### config.mk
export PLATFORM = sky130hd
export DESIGN_NAME = sdcmd_core
export DESIGN_NICKNAME = d
export VERILOG_FILES = /design/src/sdcmd_pkg.sv /design/src/sdcmd_burst_addr.sv /design/src/sdcmd_core.sv
export SDC_FILE = /design/constraint.sdc
export NUM_CORES = 1
export LEC_CHECK = 0
export BUFFER_PORTS_ARGS = -buffer_cell sky130_fd_sc_hd__buf_2
export CAP_MARGIN = 20
export CORE_MARGIN = 3
export CORE_UTILIZATION = 35
export CTS_CLUSTER_SIZE = 8
export DETAILED_ROUTE_END_ITERATION = 8
export PLACE_DENSITY = 0.61
export SYNTH_ARGS = -nofsm -noshare
export SYNTH_HDL_FRONTEND = slang
export SYNTH_SLANG_ARGS = --single-unit
export TNS_END_PERCENT = 1
### constraint.sdc
create_clock -name clk -period 2.8 [get_ports clk]
set_clock_uncertainty 0.15 [all_clocks]
set_input_delay 0.42 -clock clk [delete_from_list [all_inputs] [get_ports clk]]
set_output_delay 0.42 -clock clk [all_outputs]
set_load 0.02 [all_outputs]
### src/sdcmd_pkg.sv
package sdcmd_pkg;

   // ==========================================================
   // Widths and fixed positions
   localparam int DQ_W           = 8;
   localparam int COL_W          = 9;
   localparam int ADDR_W         = 13;
   localparam int BANKS          = 4;
   localparam int BANK_W         = 2;
   localparam int RD_STAGES      = 2;
   localparam int AUTO_CLOSE_POS = 10;

   typedef logic [COL_W-1:0]  sdcmd_col_t;
   typedef logic [2:0]        sdcmd_bl_t;
   typedef logic [BANKS-1:0]  sdcmd_banks_t;

   // ==========================================================
   // Burst length codes and the matching wrap masks
   localparam sdcmd_bl_t  BL_1      = 3'h0;
   localparam sdcmd_bl_t  BL_2      = 3'h1;
   localparam sdcmd_bl_t  BL_4      = 3'h2;
   localparam sdcmd_bl_t  BL_8      = 3'h3;
   localparam sdcmd_bl_t  BL_FULL   = 3'h7;
   localparam sdcmd_col_t MASK_1    = 9'h000;
   localparam sdcmd_col_t MASK_2    = 9'h001;
   localparam sdcmd_col_t MASK_4    = 9'h003;
   localparam sdcmd_col_t MASK_8    = 9'h007;
   localparam sdcmd_col_t MASK_FULL = 9'h1ff;
   localparam sdcmd_col_t IDX_ZERO  = 9'h000;
   localparam sdcmd_col_t IDX_ONE   = 9'h001;

   // ==========================================================
   // Strobe patterns {row, column, write enable}, chip select low
   localparam logic [2:0] PINS_MRS   = 3'h0;
   localparam logic [2:0] PINS_REF   = 3'h1;
   localparam logic [2:0] PINS_PRE   = 3'h2;
   localparam logic [2:0] PINS_ACT   = 3'h3;
   localparam logic [2:0] PINS_WRITE = 3'h4;
   localparam logic [2:0] PINS_READ  = 3'h5;
   localparam logic [2:0] PINS_STOP  = 3'h6;
   localparam logic [2:0] PINS_NOP   = 3'h7;

   localparam sdcmd_banks_t ALL_BANKS = 4'hf;
   localparam sdcmd_banks_t NO_BANKS  = 4'h0;
   localparam logic [DQ_W-1:0] DQ_IDLE = 8'h00;

   // ==========================================================
   // Types
   typedef enum logic [3:0] {
      CMD_DESEL = 4'h0,
      CMD_NOP   = 4'h1,
      CMD_ACT   = 4'h2,
      CMD_READ  = 4'h3,
      CMD_WRITE = 4'h4,
      CMD_PRE   = 4'h5,
      CMD_STOP  = 4'h6,
      CMD_REF   = 4'h7,
      CMD_MRS   = 4'h8
   } sdcmd_cmd_e;

   typedef enum logic [1:0] {
      ST_IDLE  = 2'b00,
      ST_READ  = 2'b01,
      ST_WRITE = 2'b10
   } sdcmd_state_e;

   typedef struct packed {
      logic csN;
      logic rasN;
      logic casN;
      logic weN;
   } sdcmd_pins_s;

   typedef struct packed {
      logic            valid;
      logic [DQ_W-1:0] data;
   } sdcmd_rd_s;

endpackage

### src/sdcmd_burst_addr.sv
`timescale 1ns/1ps
module sdcmd_burst_addr (
   input  wire sdcmd_pkg::sdcmd_col_t startCol,
   input  wire sdcmd_pkg::sdcmd_col_t burstIdx,
   input  wire sdcmd_pkg::sdcmd_col_t burstMask,
   input  wire logic                  interleave,
   output sdcmd_pkg::sdcmd_col_t      col
);
   import sdcmd_pkg::*;

   sdcmd_col_t sum;

   // ==========================================================
   // Column within the burst; upper bits never change
   always_comb begin
      sum = startCol + burstIdx;
      if (interleave) begin
         col = (startCol & ~burstMask) | ((startCol ^ burstIdx) & burstMask);
      end else begin
         col = (startCol & ~burstMask) | (sum & burstMask);
      end
   end

endmodule

### src/sdcmd_core.sv
// Contract
// - Write interrupting write restarts full burst
// - Read ends write burst same cycle
// - Burst stop ends burst, bank open
// - Stop: read drains latency, writes ignored
// - Sequential order wraps inside burst length
// - Interleaved order XORs low column bits with the beat index
// - Auto-close bit selects auto-precharge
// - Read auto-precharge starts with last read beat, whatever the latency
// - Write auto-precharge one clock after last
// - Precharge decode; bank select chooses bank
// - Self refresh entry decode, banks idle
// - Self refresh ignores all but enable
// - Enable low while idle: power down
// - No-op and deselect keep burst running
// - Enable low while active suspends clock
// - Read decode, address gives start column
`timescale 1ns/1ps
module sdcmd_core (
   input  wire logic                        clk,
   input  wire logic                        nrst,
   input  wire logic                        cke,
   input  wire sdcmd_pkg::sdcmd_pins_s      cmdPins,
   input  wire logic [sdcmd_pkg::BANK_W-1:0] bankSel,
   input  wire logic [sdcmd_pkg::ADDR_W-1:0] addr,
   input  wire logic [sdcmd_pkg::DQ_W-1:0]   dqIn,
   output logic [sdcmd_pkg::DQ_W-1:0]        dqOut,
   output logic                             dqOeN,
   input  wire sdcmd_pkg::sdcmd_bl_t        burstLenCode,
   input  wire logic                        interleaveMode,
   input  wire logic                        readLatency3,
   output sdcmd_pkg::sdcmd_col_t            memCol,
   output logic [sdcmd_pkg::BANK_W-1:0]     memBank,
   output logic                             memWrEn,
   output logic [sdcmd_pkg::DQ_W-1:0]        memWrData,
   output logic                             memRdEn,
   input  wire logic [sdcmd_pkg::DQ_W-1:0]   memRdData,
   output sdcmd_pkg::sdcmd_banks_t          bankOpen,
   output sdcmd_pkg::sdcmd_banks_t          prechargeStart,
   output logic                             selfRefresh,
   output logic                             powerDown,
   output logic                             clockSuspend
);
   import sdcmd_pkg::*;

   // ==========================================================
   // State
   sdcmd_state_e          stReg, stNext;
   sdcmd_col_t            idxReg, idxNext;
   sdcmd_col_t            startReg, startNext;
   logic [BANK_W-1:0]     bBankReg, bBankNext;
   logic                  apReg, apNext;
   logic                  wrPreReg, wrPreNext;
   logic [BANK_W-1:0]     wrPreBankReg, wrPreBankNext;
   sdcmd_col_t            memColReg, memColNext;
   logic [BANK_W-1:0]     memBankReg, memBankNext;
   logic                  memWrEnReg, memWrEnNext;
   logic [DQ_W-1:0]       memWrDataReg, memWrDataNext;
   logic                  memRdEnReg, memRdEnNext;
   sdcmd_banks_t          bankOpenReg, bankOpenNext;
   sdcmd_banks_t          prechReg, prechNext;
   logic                  srReg, srNext;
   logic                  pdReg, pdNext;
   logic                  suspReg, suspNext;
   logic [DQ_W-1:0]       dqOutReg, dqOutNext;
   logic                  dqOeNReg, dqOeNNext;
   sdcmd_rd_s             pipeReg [RD_STAGES];
   sdcmd_rd_s             pipeNext [RD_STAGES];

   sdcmd_cmd_e            cmd;
   sdcmd_col_t            blMask;
   sdcmd_col_t            burstCol;
   sdcmd_rd_s             rdSel;
   logic                  run;
   logic                  fullPage;
   logic                  anyActive;
   logic                  srEnter;

   // ==========================================================
   // Command decode
   always_comb begin
      if (cmdPins.csN) begin
         cmd = CMD_DESEL;
      end else begin
         case ({cmdPins.rasN, cmdPins.casN, cmdPins.weN})
            PINS_MRS:   cmd = CMD_MRS;
            PINS_REF:   cmd = CMD_REF;
            PINS_PRE:   cmd = CMD_PRE;
            PINS_ACT:   cmd = CMD_ACT;
            PINS_WRITE: cmd = CMD_WRITE;
            PINS_READ:  cmd = CMD_READ;
            PINS_STOP:  cmd = CMD_STOP;
            default:    cmd = CMD_NOP;
         endcase
      end
   end

   // Burst length to wrap mask; unknown codes behave as length one
   always_comb begin
      case (burstLenCode)
         BL_2:    blMask = MASK_2;
         BL_4:    blMask = MASK_4;
         BL_8:    blMask = MASK_8;
         BL_FULL: blMask = MASK_FULL;
         default: blMask = MASK_1;
      endcase
   end

   assign fullPage  = (burstLenCode == BL_FULL);
   assign run       = ~suspReg & ~pdReg & ~srReg;
   assign anyActive = (bankOpenReg != NO_BANKS) | (stReg != ST_IDLE);

   sdcmd_burst_addr u_addr (
      .startCol   (startReg),
      .burstIdx   (idxReg),
      .burstMask  (blMask),
      .interleave (interleaveMode),
      .col        (burstCol)
   );

   // ==========================================================
   // Low-power modes; the internal clock stops one edge after enable falls
   always_comb begin
      srEnter  = run & ~cke & (cmd == CMD_REF) & ~anyActive;
      srNext   = srReg ? ~cke : srEnter;
      pdNext   = pdReg ? ~cke :
                 (run & ~cke & ~anyActive & ~srEnter &
                  ((cmd == CMD_NOP) | (cmd == CMD_DESEL)));
      suspNext = ~srReg & ~pdReg & ~cke & anyActive;
   end

   // ==========================================================
   // Burst engine and bank bookkeeping
   always_comb begin
      stNext        = stReg;
      idxNext       = idxReg;
      startNext     = startReg;
      bBankNext     = bBankReg;
      apNext        = apReg;
      wrPreNext     = wrPreReg;
      wrPreBankNext = wrPreBankReg;
      memColNext    = memColReg;
      memBankNext   = memBankReg;
      memWrDataNext = memWrDataReg;
      memRdEnNext   = memRdEnReg; // Held so a suspended read is not dropped
      memWrEnNext   = 1'b0;
      prechNext     = NO_BANKS;
      bankOpenNext  = bankOpenReg;
      if (run) begin
         memRdEnNext = 1'b0;
         wrPreNext   = 1'b0;
         // Write auto-precharge starts on the edge after the last data
         if (wrPreReg) begin
            prechNext[wrPreBankReg] = 1'b1;
         end
         // Burst continues under no-op, deselect, activate, refresh, mode set and precharge of another bank
         if (stReg != ST_IDLE) begin
            memColNext    = burstCol;
            memBankNext   = bBankReg;
            memRdEnNext   = (stReg == ST_READ);
            memWrEnNext   = (stReg == ST_WRITE);
            memWrDataNext = dqIn;
            idxNext       = idxReg + IDX_ONE;
            if (!fullPage && (idxReg == blMask)) begin
               stNext = ST_IDLE;
               if (apReg && stReg == ST_READ) begin
                  prechNext[bBankReg] = 1'b1;
               end
               if (apReg && stReg == ST_WRITE) begin
                  wrPreNext     = 1'b1;
                  wrPreBankNext = bBankReg;
               end
            end
         end
         case (cmd)
            CMD_ACT: begin
               bankOpenNext[bankSel] = 1'b1;
            end
            CMD_READ, CMD_WRITE: begin
               // A new access drops what is left of any burst
               startNext     = addr[COL_W-1:0];
               bBankNext     = bankSel;
               idxNext       = IDX_ONE;
               apNext        = addr[AUTO_CLOSE_POS];
               memColNext    = addr[COL_W-1:0];
               memBankNext   = bankSel;
               memRdEnNext   = (cmd == CMD_READ);
               memWrEnNext   = (cmd == CMD_WRITE);
               memWrDataNext = dqIn;
               prechNext     = NO_BANKS;
               wrPreNext     = 1'b0;
               if (wrPreReg) begin
                  prechNext[wrPreBankReg] = 1'b1;
               end
               if (blMask == MASK_1) begin
                  stNext = ST_IDLE;
                  if (addr[AUTO_CLOSE_POS] && cmd == CMD_READ) begin
                     prechNext[bankSel] = 1'b1;
                  end
                  if (addr[AUTO_CLOSE_POS] && cmd == CMD_WRITE) begin
                     wrPreNext     = 1'b1;
                     wrPreBankNext = bankSel;
                  end
               end else begin
                  stNext = (cmd == CMD_READ) ? ST_READ : ST_WRITE;
               end
            end
            CMD_STOP: begin
               // Bank stays open; data already in the read pipe drains
               stNext      = ST_IDLE;
               memRdEnNext = 1'b0;
               memWrEnNext = 1'b0;
            end
            CMD_PRE: begin
               if (addr[AUTO_CLOSE_POS]) begin
                  prechNext = ALL_BANKS;
               end else begin
                  prechNext[bankSel] = 1'b1;
               end
               if (addr[AUTO_CLOSE_POS] || bankSel == bBankReg) begin
                  stNext      = ST_IDLE;
                  memRdEnNext = 1'b0;
                  memWrEnNext = 1'b0;
               end
            end
            default: begin
            end
         endcase
         bankOpenNext = bankOpenNext & ~prechNext;
      end
   end

   // ==========================================================
   // Read latency pipeline; frozen while the internal clock is off
   for (genvar i = 0; i < RD_STAGES; i++) begin : g_stage
      sdcmd_rd_s stIn;
      if (i == 0) begin : g_first
         assign stIn = '{valid: memRdEnReg, data: memRdData};
      end else begin : g_rest
         assign stIn = pipeReg[i-1];
      end
      always_comb begin
         pipeNext[i] = run ? stIn : pipeReg[i];
      end
      always_ff @(posedge clk or negedge nrst) begin
         if (!nrst) begin
            pipeReg[i] <= '{valid: 1'b0, data: DQ_IDLE};
         end else begin
            pipeReg[i] <= pipeNext[i];
         end
      end
   end

   // Output stage picks the tap for the programmed latency
   always_comb begin
      rdSel     = readLatency3 ? pipeReg[RD_STAGES-1] : pipeReg[0];
      dqOutNext = run ? rdSel.data : dqOutReg;
      dqOeNNext = run ? ~rdSel.valid : dqOeNReg;
   end

   // ==========================================================
   // Registers
   always_ff @(posedge clk or negedge nrst) begin
      if (!nrst) begin
         stReg        <= ST_IDLE;
         idxReg       <= IDX_ZERO;
         startReg     <= IDX_ZERO;
         bBankReg     <= '0;
         apReg        <= 1'b0;
         wrPreReg     <= 1'b0;
         wrPreBankReg <= '0;
         memColReg    <= IDX_ZERO;
         memBankReg   <= '0;
         memWrEnReg   <= 1'b0;
         memWrDataReg <= DQ_IDLE;
         memRdEnReg   <= 1'b0;
         bankOpenReg  <= NO_BANKS;
         prechReg     <= NO_BANKS;
         srReg        <= 1'b0;
         pdReg        <= 1'b0;
         suspReg      <= 1'b0;
         dqOutReg     <= DQ_IDLE;
         dqOeNReg     <= 1'b1;
      end else begin
         stReg        <= stNext;
         idxReg       <= idxNext;
         startReg     <= startNext;
         bBankReg     <= bBankNext;
         apReg        <= apNext;
         wrPreReg     <= wrPreNext;
         wrPreBankReg <= wrPreBankNext;
         memColReg    <= memColNext;
         memBankReg   <= memBankNext;
         memWrEnReg   <= memWrEnNext;
         memWrDataReg <= memWrDataNext;
         memRdEnReg   <= memRdEnNext;
         bankOpenReg  <= bankOpenNext;
         prechReg     <= prechNext;
         srReg        <= srNext;
         pdReg        <= pdNext;
         suspReg      <= suspNext;
         dqOutReg     <= dqOutNext;
         dqOeNReg     <= dqOeNNext;
      end
   end

   assign dqOut          = dqOutReg;
   assign dqOeN          = dqOeNReg;
   assign memCol         = memColReg;
   assign memBank        = memBankReg;
   assign memWrEn        = memWrEnReg;
   assign memWrData      = memWrDataReg;
   assign memRdEn        = memRdEnReg;
   assign bankOpen       = bankOpenReg;
   assign prechargeStart = prechReg;
   assign selfRefresh    = srReg;
   assign powerDown      = pdReg;
   assign clockSuspend   = suspReg;
endmodule

==> results.md <==
* Final Setup Violations at 0
* Synth Instances at 500
* Area after DPL at 4980 um^2
* Top cell type's share of synthesized area at 0.480
* Syn-to-layout area delta at 21.0%
* Final ANT Viol Nets at 0
* Fin. max-slew vios at 0
* # resized after CTS at 0
* Post-synth EDFFs at 0
* Setup CP Type: flop to flop
* Post-synth cell types at 60
* Stages on the worst setup path at 8
* Max-cap viol count at 0
* Clock transition at path regs at 60 ps
* Yosys warning count at 0
* Sequential share of power at 0.370
* Clock Latency Late Sink at 350 ps
* Overflow after GRT at 0
* Crit-path leading delay family: compound AO/OA/AOI/OAI gates
* R2R setup slack at 230 ps
* Worst Path Buf+Inv at 1
* Most used cell, CP: a211oi_1
* Per-instance average area after synthesis at 8.75 um^2
* CTS Buf Count at 9
* P_leak at 2.59 nW
* Fmax at 390 MHz
* Internal Pwr Total at 0.00337 W
* Design area at 5300 um^2
* TritonCTS clock tree: yes
* CTS Root Cell: clkbuf_16
* Vias post-DR at 3788
* Die footprint at 13900 um^2
* Synthesis-stage register bit count at 85
* Die X at 118 um
* Final cycle utilization of the critical path at 0.917
* Crit path DAT at 2650 ps
* Prevailing post-synth register cell: dfrtp_1
* Reg2reg path depth at 8
* H-tree levels at 3
* Top cells by area, synth: dfrtp_1, nand2_1, nor2_1
* Rows at 40
* Share of layout cells above drive strength 1 at 0.200
* Total track usage at 0.165
* Total wire length at 11000 um
* Placed Instances at 734
* Least-Margin Pin Slew at 697 ps
* Final Hold Fails at 0
* Initial Utilization at 0.361
* Hold path endpoint: powerDown
* Status: finished, final reports clean
* WP data required at 2880 ps
* Nets at 632
* Final Worst Setup Slack at 233 ps
* I/O pin total at 84
* Post-route DRC violation count at 0
* PortBufs at 80
* Worst Path Max Fanout at 7
* Worst Hold Depth at 2
* P_sw at 0.00245 W
* 1st-iter DRT viols at 191
* Clock share of power at 0.212
* DR pass1 iterations at 5
* Sw Share at 0.421
* Syn Std Cell Area at 4380 um^2
* Initial antenna violation count at 0
* Seq/Total Area, Yosys at 0.486
* Crit path launch type: flop
* Post-route setup TNS at 0 ps
* FF-to-FF Start: idxReg[1]
* Post-layout minimum cycle time at 2570 ps
* CP max stage delay at 500 ps
* Hold wc startpoint: cke
* Number of global-route vias before repair at 3806
* Power per cell area at 1100 nW/um^2
* CP max-delay cell: dfrtp_1
* Reg-to-Reg End: memCol[6]
* Synth area leader: dfrtp_1
* Post-Place Setup Slack at 212 ps
* Cell Count, Final, Fillers Out at 752
* Gp weighted congestion at 0.845
* RSZ-0062 raised after global routing: no
* DP Wirelength at 7860 um
* HP Class: input port to flop
* Vias per cell at 5.04
* Global-route wire length before repair at 18600 um
* Clock tree buffer depth at 2
* Crit end category: flop
* Logic pwr share at 0.418
* Tot Pwr at 0.00582 W
* Max-slew headroom at 0.531
* Die Y at 118 um
* Largest net degree at the start of global routing at 46
* Ys async rst share at 1.00
* Syn nets at 553
* WL/cell at 14.6 um
* VDD IR max at 0.000369 V
* Crit-path cells: inv_1 > fa_1 > nor2b_1 > o31ai_1 > a211oi_1 > xnor2_1 > a211oi_1 > a221o_1
* Core Area at 12100 um^2
* N_diodes at 0
* CTS sink count at 85
[metal layers]
metal	global-route usage	vias up	routed length [um]
met1	0.216	1803	5200
met5	0	-	0
met4	0.0674	0	195
li1	-	1880	-
met2	0.266	89	5110
met3	0.0341	16	504
[layout make-up]
class	instances	area [um^2]
fillers	1258	6810
flip-flops and latches	85	2130
multi-input cells	377	2100
repair buffers	94	510
clock buffers	10	229
well taps	168	210
clock inverters	6	72.6
inverters	12	45.0
[layout by cell type (no fill, tap or decap), types with 2 or more instances in the layout]
master     synthesis  routed
nand3_1            4       4
nand4_1            6       6
xor2_1             9       9
and3b_1            2       2
nand2b_1           4       4
clkbuf_16          0       9
nor2b_1            5       5
o21bai_1           3       3
a22oi_1            5       5
inv_1             12      12
ha_1               9       9
a32oi_1            3       3
o22ai_1            4       4
nor2_1            47      46
dfrtp_1           84      84
a2bb2oi_1          2       2
and3_1             2       2
nand2_1          137     137
or3_1              5       5
o211ai_1           4       4
nor4_1             2       2
a31oi_1            3       3
a21o_1             2       2
o21a_1             3       3
o41ai_1            4       4
a21oi_1           24      24
buf_4              0      14
nor3_1             6       5
o31ai_1            4       4
a211oi_1           6       6
clkinv_4           0       3
buf_2              2      79
nor4b_1            3       3
o21ai_0           32      32
xnor2_1            4       4
nor3b_1            2       2
mux2i_1           10      10
[Yosys cell counts, drive strengths merged (2+ instances only)]
| cell | count |
|---|---|
| or3b | 2 |
| nor2b | 5 |
| o21a | 3 |
| o41ai | 4 |
| and3b | 2 |
| xor2 | 9 |
| o22ai | 4 |
| nor2 | 47 |
| mux2i | 10 |
| a21oi | 25 |
| nand4 | 7 |
| a21o | 2 |
| nor4b | 3 |
| o31ai | 4 |
| nand3 | 4 |
| o21ai | 32 |
| buf | 4 |
| inv | 12 |
| nor4 | 2 |
| nand2 | 137 |
| o211ai | 4 |
| a32oi | 3 |
| nand2b | 4 |
| ha | 9 |
| a211oi | 6 |
| nor3 | 6 |
| xnor2 | 4 |
| clkbuf | 22 |
| dfrtp | 84 |
| or3 | 5 |
| and3 | 2 |
| a2bb2oi | 2 |
| a31oi | 3 |
| o21bai | 3 |
| a22oi | 5 |
| nor3b | 2 |
[stage by stage]
step | util | hold WS [ps]
after floorplan | - | -25.6
after global placement | 0.411 | 296
after detailed placement | 0.411 | 299
after CTS | 0.437 | 81.6
after global routing | 0.437 | 99.6
final | 0.437 | 96.7
[worst reg2reg max path: cells and delay by family, from the launching register on]
family | cells | cell delay [ps]
buf+inv | 1 | 160
xor+xnor | 1 | 160
flops | 1 | 500
compound gates | 4 | 840
simple gates | 1 | 170
fa+ha+maj | 1 | 470
[sequential cells by signal (all words and copies together) (netlist names), 2 cells and up]
name,flops
bankOpen,4
startReg,9
g_stage.stIn,9
memWrData,8
stReg,2
pipeReg,9
dqOut,8
bBankReg,2
memCol,9
memBank,2
idxReg,9
prechargeStart,4
wrPreBankReg,2
[worst max-delay path by stage]
stage | start | endpoint | slack [ps]
after global routing | idxReg[1] | memCol[6] | 110
after global placement | idxReg[1] | memCol[6] | 320
final | idxReg[1] | memCol[6] | 230
after floorplan | idxReg[0] | memCol[6] | 420
after detailed placement | cmdPins[2] | memCol[4] | 210
after CTS | idxReg[1] | memCol[6] | 250
[what timing repair did]
item,4_1_cts,5_1_grt
hold buffers,1,0
buffers inserted,0,0
hold endpoints to repair,39,0
[logic make-up after synthesis]
kind of cell               Yosys count  share of synthesized area
AOI/OAI and AO/OA                  111                      0.164
buffers and inverters               38                     0.0352
muxes                               11                     0.0254
xor gates and xnor gates            13                     0.0260
and+or+nand+nor                    232                      0.232
adders and majority gates           10                     0.0303
DFF                                 85                      0.486
[power groups by stage]
| stage | registers (W) | logic (W) | clock network [W] |
|---|---|---|---|
| after detailed placement | 0.00218 | 0.00245 | 0 |
| after CTS | 0.00216 | 0.00246 | 0.00127 |
| final | 0.00215 | 0.00243 | 0.00123 |
| after global placement | 0.00216 | 0.00238 | 0 |
| after global routing | 0.00223 | 0.00276 | 0.00131 |
| after floorplan | 0.00239 | 0.00143 | 0 |
(Power assumes the default switching activity.)
